## config.mk

```make
export PLATFORM = sky130hd
export DESIGN_NAME = sensor_serial_port
export DESIGN_NICKNAME = d
export VERILOG_FILES = /design/src/hdl/sensor_port_pkg.sv /design/src/hdl/calib_rom.sv /design/src/hdl/sensor_serial_port.sv
export SDC_FILE = /design/constraint.sdc
export NUM_CORES = 1
export LEC_CHECK = 0
export ABC_AREA = 1
export BUFFER_PORTS_ARGS = -buffer_cell sky130_fd_sc_hd__buf_4
export CORE_ASPECT_RATIO = 1.5
export CORE_MARGIN = 2
export CORE_UTILIZATION = 53
export CTS_CLUSTER_DIAMETER = 100
export DETAILED_ROUTE_END_ITERATION = 12
export GPL_TIMING_DRIVEN = 0
export PLACE_DENSITY = 0.72
export SLEW_MARGIN = 20
export SYNTH_ARGS = -nofsm -noshare
export SYNTH_HDL_FRONTEND = slang
export SYNTH_SLANG_ARGS = --single-unit
```

## constraint.sdc

```tcl
create_clock -name mclk_i -period 3.2 [get_ports mclk_i]
set_clock_uncertainty 0.2 [all_clocks]
set_input_delay 0.16 -clock mclk_i [delete_from_list [all_inputs] [get_ports mclk_i]]
set_output_delay 0.16 -clock mclk_i [all_outputs]
set_load 0.03 [all_outputs]
```

## src/hdl/sensor_port_pkg.sv

```systemverilog
package sensor_port_pkg;
    // ------------------------------------------------------------
    // framing
    // ------------------------------------------------------------
    localparam int unsigned START_BITS = 3;
    localparam int unsigned SETUP_BITS = 4;
    localparam int unsigned STOP_BITS = 3;
    localparam int unsigned FRAME_BITS = START_BITS + SETUP_BITS + STOP_BITS;
    localparam logic [9:0] FRAME_MASK = 10'h3ff;
    localparam logic [2:0] START_PAT = 3'h7;
    localparam logic [2:0] STOP_PAT = 3'h0;
    // setup codes (bit values not given; held as parameters)
    localparam logic [3:0] SETUP_PRESSURE = 4'ha;
    localparam logic [3:0] SETUP_TEMPERATURE = 4'h9;
    localparam logic [3:0] SETUP_CAL_FIRST = 4'h5;
    localparam logic [3:0] SETUP_CAL_SECOND = 4'h6;
    localparam logic [3:0] SETUP_CAL_THIRD = 4'h3;
    localparam logic [3:0] SETUP_CAL_FOURTH = 4'hc;
    // reset pattern, 21 bits, arbitrary default: sixteen alternating bits then five zeros
    localparam int unsigned RESET_BITS = 21;
    localparam logic [20:0] RESET_PAT = 21'h155540;
    // ------------------------------------------------------------
    // readout
    // ------------------------------------------------------------
    localparam int unsigned WORD_BITS = 16;
    localparam int unsigned READ_CLOCKS = 17;
    localparam int unsigned ACK_CLOCKS = 2;
    localparam logic [4:0] READ_CLOCKS_CNT = 5'h11;
    localparam logic [1:0] ACK_CLOCKS_CNT = 2'h2;
    // ------------------------------------------------------------
    // calibration coefficients, plain defaults
    // ------------------------------------------------------------
    localparam logic [12:0] COEFF_ONE_DEF = 13'h0a5c;
    localparam logic [12:0] COEFF_TWO_DEF = 13'h1234;
    localparam logic [9:0] COEFF_THREE_DEF = 10'h155;
    localparam logic [8:0] COEFF_FOUR_DEF = 9'h0aa;
    localparam logic [11:0] COEFF_FIVE_DEF = 12'h9c3;
    localparam logic [6:0] COEFF_SIX_DEF = 7'h2d;
    // conversion time in conversion clock periods (35 ms at 32.768 kHz)
    localparam int unsigned CONV_MCLK_CYCLES = 1147;
    localparam logic [10:0] CONV_MCLK_CNT = 11'h47b;
    // reset values
    localparam logic [15:0] RESULT_RST = 16'h0000;
endpackage

```

## src/hdl/calib_rom.sv

```systemverilog
`timescale 1ns/10ps
`default_nettype none
module calib_rom
    import sensor_port_pkg::*;
(
    // clock and reset
    input wire logic mclk_i,
    input wire logic nrst_i,
    // read port
    input wire logic [1:0] sel_i,
    output logic [15:0] data_o
);
    logic [15:0] words [4];

    // ------------------------------------------------------------
    // word packing
    // ------------------------------------------------------------
    // four words hold the six coefficients, msb first
    always_comb begin
        words[0] = {COEFF_ONE_DEF, COEFF_TWO_DEF[12:10]};
        words[1] = {COEFF_TWO_DEF[9:0], COEFF_FIVE_DEF[11:6]};
        words[2] = {COEFF_THREE_DEF, COEFF_FIVE_DEF[5:0]};
        words[3] = {COEFF_FOUR_DEF, COEFF_SIX_DEF};
    end

    // registered read data
    always_ff @(posedge mclk_i) begin
        if (!nrst_i) begin
            data_o <= RESULT_RST;
        end else begin
            data_o <= words[sel_i];
        end
    end
endmodule
`default_nettype wire

```

## src/hdl/sensor_serial_port.sv

```systemverilog
// What this block does
// - sample input bits and launch output bits on serial clock rising edge
// - frame is three high start bits, setup field, three low stop bits
// - four-bit setup picks pressure, temperature or one calibration word
// - output line carries selected data and also conversion status
// - conversion start is acknowledged by output going low to high
// - end of conversion is output going high to low
// - seventeen clocks read the sixteen-bit result out
// - readout pauses with the clock and resumes at same bit
// - a 21-bit reset pattern returns the port to idle from anywhere
// - sixty-four calibration bits as four readable sixteen-bit words
// - first and second word packing of coefficients one, two, five
// - third and fourth word packing of coefficients three to six
// - both results unsigned sixteen-bit from one shared converter
`timescale 1ns/10ps
`default_nettype none
module sensor_serial_port
    import sensor_port_pkg::*;
(
    // system
    input wire logic mclk_i,
    input wire logic nrst_i,
    // serial pins from host
    input wire logic sclk_i,
    input wire logic din_i,
    // serial output pin
    output logic dout_o,
    // conversion clock from host
    input wire logic conv_clk_i,
    // converter sample (analog front end stand-in)
    input wire logic [15:0] adc_pressure_i,
    input wire logic [15:0] adc_temperature_i,
    // status
    output logic busy_o
);
    typedef enum logic [2:0] {
        ST_IDLE = 3'b000,
        ST_ACK = 3'b001,
        ST_CONV = 3'b010,
        ST_READ = 3'b011,
        ST_DONE = 3'b100
    } port_state_e;

    // ------------------------------------------------------------
    // pin synchronisers
    // ------------------------------------------------------------
    logic [1:0] sclk_sync_ff, din_sync_ff, cclk_sync_ff;
    logic sclk_d_ff, cclk_d_ff, din_s;
    logic sclk_rise, cclk_rise;

    // two sync flops per pin, a third on sclk and conv_clk for edge detect; din uses the second
    always_ff @(posedge mclk_i) begin
        if (!nrst_i) begin
            sclk_sync_ff <= 2'h0;
            din_sync_ff <= 2'h0;
            cclk_sync_ff <= 2'h0;
            sclk_d_ff <= 1'b0;
            cclk_d_ff <= 1'b0;
        end else begin
            sclk_sync_ff <= {sclk_sync_ff[0], sclk_i};
            din_sync_ff <= {din_sync_ff[0], din_i};
            cclk_sync_ff <= {cclk_sync_ff[0], conv_clk_i};
            sclk_d_ff <= sclk_sync_ff[1];
            cclk_d_ff <= cclk_sync_ff[1];
        end
    end

    assign din_s = din_sync_ff[1];
    assign sclk_rise = sclk_sync_ff[1] & ~sclk_d_ff;
    assign cclk_rise = cclk_sync_ff[1] & ~cclk_d_ff;

    // ------------------------------------------------------------
    // input shift and pattern match
    // ------------------------------------------------------------
    logic [20:0] in_shift_ff;
    logic [20:0] nxt_in_shift;
    logic reset_hit, frame_hit;
    logic [3:0] setup_code;

    always_comb begin
        nxt_in_shift = {in_shift_ff[19:0], din_s};
    end

    // bits sampled on each serial rising edge
    always_ff @(posedge mclk_i) begin
        if (!nrst_i) begin
            in_shift_ff <= 21'h0;
        end else if (sclk_rise) begin
            in_shift_ff <= nxt_in_shift;
        end
    end

    assign reset_hit = sclk_rise && (nxt_in_shift == RESET_PAT);
    assign frame_hit = sclk_rise && (nxt_in_shift[9:7] == START_PAT)
        && (nxt_in_shift[2:0] == STOP_PAT);
    assign setup_code = nxt_in_shift[6:3];

    // ------------------------------------------------------------
    // two-entry buffer between converter and readout
    // ------------------------------------------------------------
    logic [15:0] buf_data_ff [2];
    logic [1:0] buf_cnt_ff;
    logic buf_rd_ff, buf_wr_ff;
    logic buf_in_valid, buf_in_ready, buf_out_valid, buf_out_ready;
    logic [15:0] buf_in_data;
    logic buf_push, buf_pop;

    assign buf_in_ready = (buf_cnt_ff != 2'h2);
    assign buf_out_valid = (buf_cnt_ff != 2'h0);
    assign buf_push = buf_in_valid & buf_in_ready;
    assign buf_pop = buf_out_valid & buf_out_ready;

    // small fifo so a stalled readout loses no result
    always_ff @(posedge mclk_i) begin
        if (!nrst_i || reset_hit) begin
            buf_cnt_ff <= 2'h0;
            buf_rd_ff <= 1'b0;
            buf_wr_ff <= 1'b0;
            buf_data_ff[0] <= RESULT_RST;
            buf_data_ff[1] <= RESULT_RST;
        end else begin
            if (buf_push) begin
                buf_data_ff[buf_wr_ff] <= buf_in_data;
                buf_wr_ff <= ~buf_wr_ff;
            end
            if (buf_pop) begin
                buf_rd_ff <= ~buf_rd_ff;
            end
            buf_cnt_ff <= buf_cnt_ff + {1'b0, buf_push} - {1'b0, buf_pop};
        end
    end

    // ------------------------------------------------------------
    // converter timing on conversion clock rising edges
    // ------------------------------------------------------------
    port_state_e state_ff;
    logic [10:0] conv_cnt_ff;
    logic conv_temp_ff;
    logic conv_run_ff;
    logic conv_done;

    // one shared converter switched between pressure and temperature
    always_ff @(posedge mclk_i) begin
        if (!nrst_i || reset_hit) begin
            conv_cnt_ff <= 11'h0;
            conv_run_ff <= 1'b0;
        end else if (state_ff == ST_ACK && !conv_run_ff) begin
            conv_cnt_ff <= 11'h0;
            conv_run_ff <= 1'b1;
        end else if (conv_run_ff && buf_push) begin
            conv_run_ff <= 1'b0;
        end else if (conv_run_ff && cclk_rise && conv_cnt_ff != CONV_MCLK_CNT) begin
            conv_cnt_ff <= conv_cnt_ff + 11'h1;
        end
    end

    assign conv_done = conv_run_ff && (conv_cnt_ff == CONV_MCLK_CNT);
    assign buf_in_valid = conv_done;
    assign buf_in_data = conv_temp_ff ? adc_temperature_i : adc_pressure_i;

    // ------------------------------------------------------------
    // calibration store
    // ------------------------------------------------------------
    logic [1:0] cal_sel_ff;
    logic [1:0] nxt_cal_sel, rom_sel;
    logic [15:0] cal_word;

    // setup field to word index
    always_comb begin
        case (setup_code)
            SETUP_CAL_SECOND: nxt_cal_sel = 2'h1;
            SETUP_CAL_THIRD: nxt_cal_sel = 2'h2;
            SETUP_CAL_FOURTH: nxt_cal_sel = 2'h3;
            default: nxt_cal_sel = 2'h0;
        endcase
    end

    // store read port has a register: address it from the decode while idle,
    // so the chosen word already stands when readout loads it
    assign rom_sel = (state_ff == ST_IDLE) ? nxt_cal_sel : cal_sel_ff;

    calib_rom u_calib_rom (
        .mclk_i(mclk_i),
        .nrst_i(nrst_i),
        .sel_i(rom_sel),
        .data_o(cal_word)
    );

    // ------------------------------------------------------------
    // protocol state machine
    // ------------------------------------------------------------
    logic [4:0] bit_cnt_ff;
    logic [15:0] out_shift_ff;
    logic load_pending_ff;

    assign buf_out_ready = (state_ff == ST_CONV) && !conv_run_ff && load_pending_ff;

    // state, counters and output shifter
    always_ff @(posedge mclk_i) begin
        if (!nrst_i || reset_hit) begin
            state_ff <= ST_IDLE;
            bit_cnt_ff <= 5'h0;
            out_shift_ff <= RESULT_RST;
            dout_o <= 1'b0;
            conv_temp_ff <= 1'b0;
            cal_sel_ff <= 2'h0;
            load_pending_ff <= 1'b0;
        end else begin
            case (state_ff)
                ST_IDLE: begin
                    if (frame_hit) begin
                        bit_cnt_ff <= 5'h0;
                        case (setup_code)
                            SETUP_PRESSURE, SETUP_TEMPERATURE: begin
                                conv_temp_ff <= (setup_code == SETUP_TEMPERATURE);
                                load_pending_ff <= 1'b1;
                                state_ff <= ST_ACK;
                            end
                            SETUP_CAL_FIRST, SETUP_CAL_SECOND,
                            SETUP_CAL_THIRD, SETUP_CAL_FOURTH: begin
                                cal_sel_ff <= nxt_cal_sel;
                                load_pending_ff <= 1'b1;
                                state_ff <= ST_READ;
                            end
                            default: begin
                                state_ff <= ST_IDLE;
                            end
                        endcase
                    end
                end
                ST_ACK: begin
                    dout_o <= 1'b1;
                    if (sclk_rise) begin
                        bit_cnt_ff <= bit_cnt_ff + 5'h1;
                        if (bit_cnt_ff[1:0] == ACK_CLOCKS_CNT - 2'h1) begin
                            state_ff <= ST_CONV;
                        end
                    end
                end
                ST_CONV: begin
                    // output stays high until the converted word is taken
                    if (buf_pop) begin
                        out_shift_ff <= buf_data_ff[buf_rd_ff];
                        load_pending_ff <= 1'b0;
                        dout_o <= 1'b0;
                        bit_cnt_ff <= 5'h0;
                        state_ff <= ST_READ;
                    end
                end
                ST_READ: begin
                    if (load_pending_ff) begin
                        out_shift_ff <= cal_word;
                        load_pending_ff <= 1'b0;
                    end else if (sclk_rise) begin
                        // pause simply holds position until the next edge
                        bit_cnt_ff <= bit_cnt_ff + 5'h1;
                        dout_o <= out_shift_ff[15];
                        out_shift_ff <= {out_shift_ff[14:0], 1'b0};
                        if (bit_cnt_ff == READ_CLOCKS_CNT - 5'h1) begin
                            state_ff <= ST_DONE;
                        end
                    end
                end
                ST_DONE: begin
                    dout_o <= 1'b0;
                    state_ff <= ST_IDLE;
                end
                default: begin
                    state_ff <= ST_IDLE;
                end
            endcase
        end
    end

    assign busy_o = conv_run_ff;
endmodule
`default_nettype wire

```

==> results.md <==
- Status: finished with violations
- Failing checks: negative hold slack
- Worst-Skew Late Latency: a little over 400 ps
- Die W: 88.99 µm
- Internal Power: roughly 2.7 mW
- Die Y: about 130 µm
- # Max-Cap Violations: 0
- Final Setup Violations: 0
- Non-filler instance count after layout: 977
- PD cells: 493.5 nW/µm²
- Critical path arrival: 2540 ps
- Worst-Margin Slew: 841.4 ps
- Peak Freq: around 370 MHz
- HP Class: in -> reg
- Site row count: 46
- Area of the die: 11700 µm²
- Tmin final: 2698 ps
- CTS tree: built
- Core area: 10590 µm²
- Reg2Reg Setup Slack: 500 ps
- Yosys Warn Count: 0
- Logic pwr share: 0.058
- DR DRC count: 0
- Diode count: 0
- Startpoint Class: flop
- Met2 GRT Util: 0.4532
- Worst rel slew slack: 0.4377
- Clk pwr share: 0.502
- Sink Count: 114
- Syn_nets: 779
- Mapped cell area: 5742 µm²
- CTS H-tree lvls: 4
- Tot GR Track Use: 0.2497
- CTS root buf: clkbuf_16
- Final Hold Fails: 1
- Worst hold slack: -1.901 ps
- Peak VDD IR: approximately 410 µV
- Placed Cells: 910
- M3 GR Usage: 0.05214
- Global-route wire length before repair: ~23 mm
- Share of cells above drive strength 1: 0.1585
- Vias in the first global route: ~5100
- # nets final: 870
- Worst hold start: adc_temperature_i[0]
- Met1 Use GR: 0.2637
- Initial antenna violation count: 0
- Final Util: 0.6711
- Seq. cell area: 2603 µm²
- Mapped Avg Cell Area: 7.876 µm²
- Inserted Clock Buffers: 17
- Mapped Cells: approximately 730
- Pin count of the biggest net entering global routing: 18
- R2r endpoint: buf_data_ff[0][8]
- 1st-pass router iterations: 4
- RSZ-0062 raised after global routing: no
- Vias: roughly 5100
- Hpwl dp: ~9.7 mm
- Routed Antenna Nets: 0
- Fill count: 893
- CP max FO: 16
- Data required time at the worst endpoint: 3040 ps
- Area occupied by multi-input gates: around 2600 µm²
- Setup_tns: 0 ps
- IO Pins: 39
- Starting density of the core: 0.5422
- Crit Path Class: reg -> reg
- Static leakage power: ~3 nW
- Post-DR wirelength/cell: 14.10 µm
- GRT busiest layer: met2
- R2R depth: 8
- Initial detailed-routing violation count: roughly 200
- Reg2reg start: conv_cnt_ff[0]
- Reg power frac: 0.440
- Clock-pin slew on the worst setup and hold paths: approximately 60 ps
- Area growth syn-to-layout: 23.77%
- Hold path endpoint: buf_data_ff[1][0]
- Critical path endpoint category: flop
- Routed vias/inst: 5.181
- Clk buf depth: 2
- PortBufs: 37
- Gr ovfl total: 0
- Period utilisation layout: 0.8430
- Library cells used by synthesis: 32
- Sw Ratio: 0.2287
- Final GP Congestion: just over 0.9
- Sw Pwr: approximately 800 µW
- Post-synthesis register bit count: around 110
- Proportion of synthesized chip area in sequential cells: 0.4533
- Detailed Route WL: about 14 mm
- Hold depth: 3
- Slew Limit Fails: 0
## synth_stat cells
cell,instances,area [µm²]
or2_2,2,12.51
clkbuf_1,8,30.03
nand3_4,1,17.52
dfxtp_1,82,1642
nor2_1,57,214.0
nor3_1,27,135.1
nand3b_1,2,15.01
a21oi_1,68,340.3
ha_1,13,162.7
xor2_1,10,87.58
nand2_1,161,604.3
nand2_2,10,62.56
nand4_1,2,12.51
xnor2_1,4,35.03
nor2_2,3,18.77
inv_1,77,289.0
edfxtp_1,32,960.9
a31oi_4,1,21.27
nand2_4,2,22.52
buf_6,5,56.30
a21oi_2,1,8.760
nor3b_1,1,7.510
buf_2,8,40.04
buf_1,3,11.26
mux2i_1,16,160.2
o21ai_0,50,250.2
nand3_1,51,255.2
nor3_2,11,110.1
nand3b_4,1,20.02
inv_2,7,26.28
buf_4,9,67.56
nor2_4,4,45.04
## worst max path at each step
| stage | startpoint | end | slack, ps | cells past startpoint |
|---|---|---|---|---|
| 6_report | conv_cnt_ff[0] | buf_data_ff[0][8] | 500 | 8 |
| 5_1_grt | conv_cnt_ff[0] | buf_data_ff[0][8] | 320 | 8 |
| 2_1_floorplan | conv_cnt_ff[0] | buf_cnt_ff[1] | 850 | 11 |
| 4_1_cts | conv_cnt_ff[0] | buf_data_ff[0][7] | 500 | 8 |
| 3_3_place_gp | conv_cnt_ff[0] | buf_data_ff[0][1] | 570 | 8 |
| 3_5_place_dp | conv_cnt_ff[0] | buf_data_ff[0][1] | 520 | 8 |
## stage by stage
stage	cell area [µm²]	hold slack [ps]	setup WS, ps	power, mW
after CTS	7107	1.680	498.4	3.524
after global placement	6200	144.1	566.4	1.732
final	7107	-1.901	502.3	3.507
after floorplan	5742	57.63	845.0	1.667
after global routing	7107	16.34	320.3	3.613
after detailed placement	6200	149.0	515.1	1.738
## flip-flops by register name, summed over array words and instances, names as in the netlist, 2 cells and up, named ones only
name	count
out_shift_ff	16
bit_cnt_ff	5
u_calib_rom.data_o	8
buf_data_ff	32
in_shift_ff	20
buf_cnt_ff	2
state_ff	3
sclk_sync_ff	2
cal_sel_ff	2
conv_cnt_ff	11
din_sync_ff	2
cclk_sync_ff	2
## cells in the final DEF (no fill, tap or decap), types with 27 or more instances in the layout
master and instances:
nand3_1 51, nor2_1 57, o21ai_0 50, nor3_1 27
dfxtp_1 82, dlygate4sd3_1 35, nand2_1 161, edfxtp_1 32
inv_1 77, a21oi_1 68, buf_4 46
## area by class of cell
cell class,instances,area share
Buffer,33,0.02887
Clock inverter,12,0.01549
Multi-Input combinational cell,498,0.3685
Tap cell,144,0.02535
Timing Repair Buffer,72,0.08838
Sequential cell,114,0.3662
Clock buffer,20,0.06285
Inverter,84,0.04437
## power groups by stage
stage	combinational, mW	sequential, mW	clock [mW]
final	0.204	1.54	1.76
after CTS	0.201	1.54	1.78
after detailed placement	0.167	1.57	0
after global routing	0.227	1.55	1.84
after floorplan	0.100	1.57	0
after global placement	0.163	1.57	0
## worst max-delay path, stage by stage, from the launching register on
cell and delay, ps:
dfxtp_1 410, ha_1 260, inv_1 70, nor3_2 150, nand3b_1 180, inv_2 150, nand3b_4 140, buf_6 190
nand2_1 580
## cell families (layout without fill, tap and decap cells)
logic type | Yosys count | count (layout) | share of synthesized area
multiplexers | 16 | 16 | 0.02789
XOR/XNOR | 14 | 14 | 0.02135
flip-flops | 114 | 114 | 0.4533
adder cells (fa/ha/maj) | 13 | 13 | 0.02833
AND/OR/NAND/NOR | 335 | 335 | 0.2704
AO/OA/AOI/OAI | 120 | 120 | 0.1081
buffers and inverters | 117 | 221 | 0.09065
## routing by layer
metal	vias up	routed length (µm)
li1	2555	-
met1	2336	5387
met2	132	7447
met3	39	490
met4	0	449
met5	-	0
## what timing repair did
item                      4_1_cts  5_1_grt
hold endpoints to repair       20        0
resized for setup               0        0
buffers inserted                0        0
hold buffers                   35        0
(Power assumes the default switching activity.)
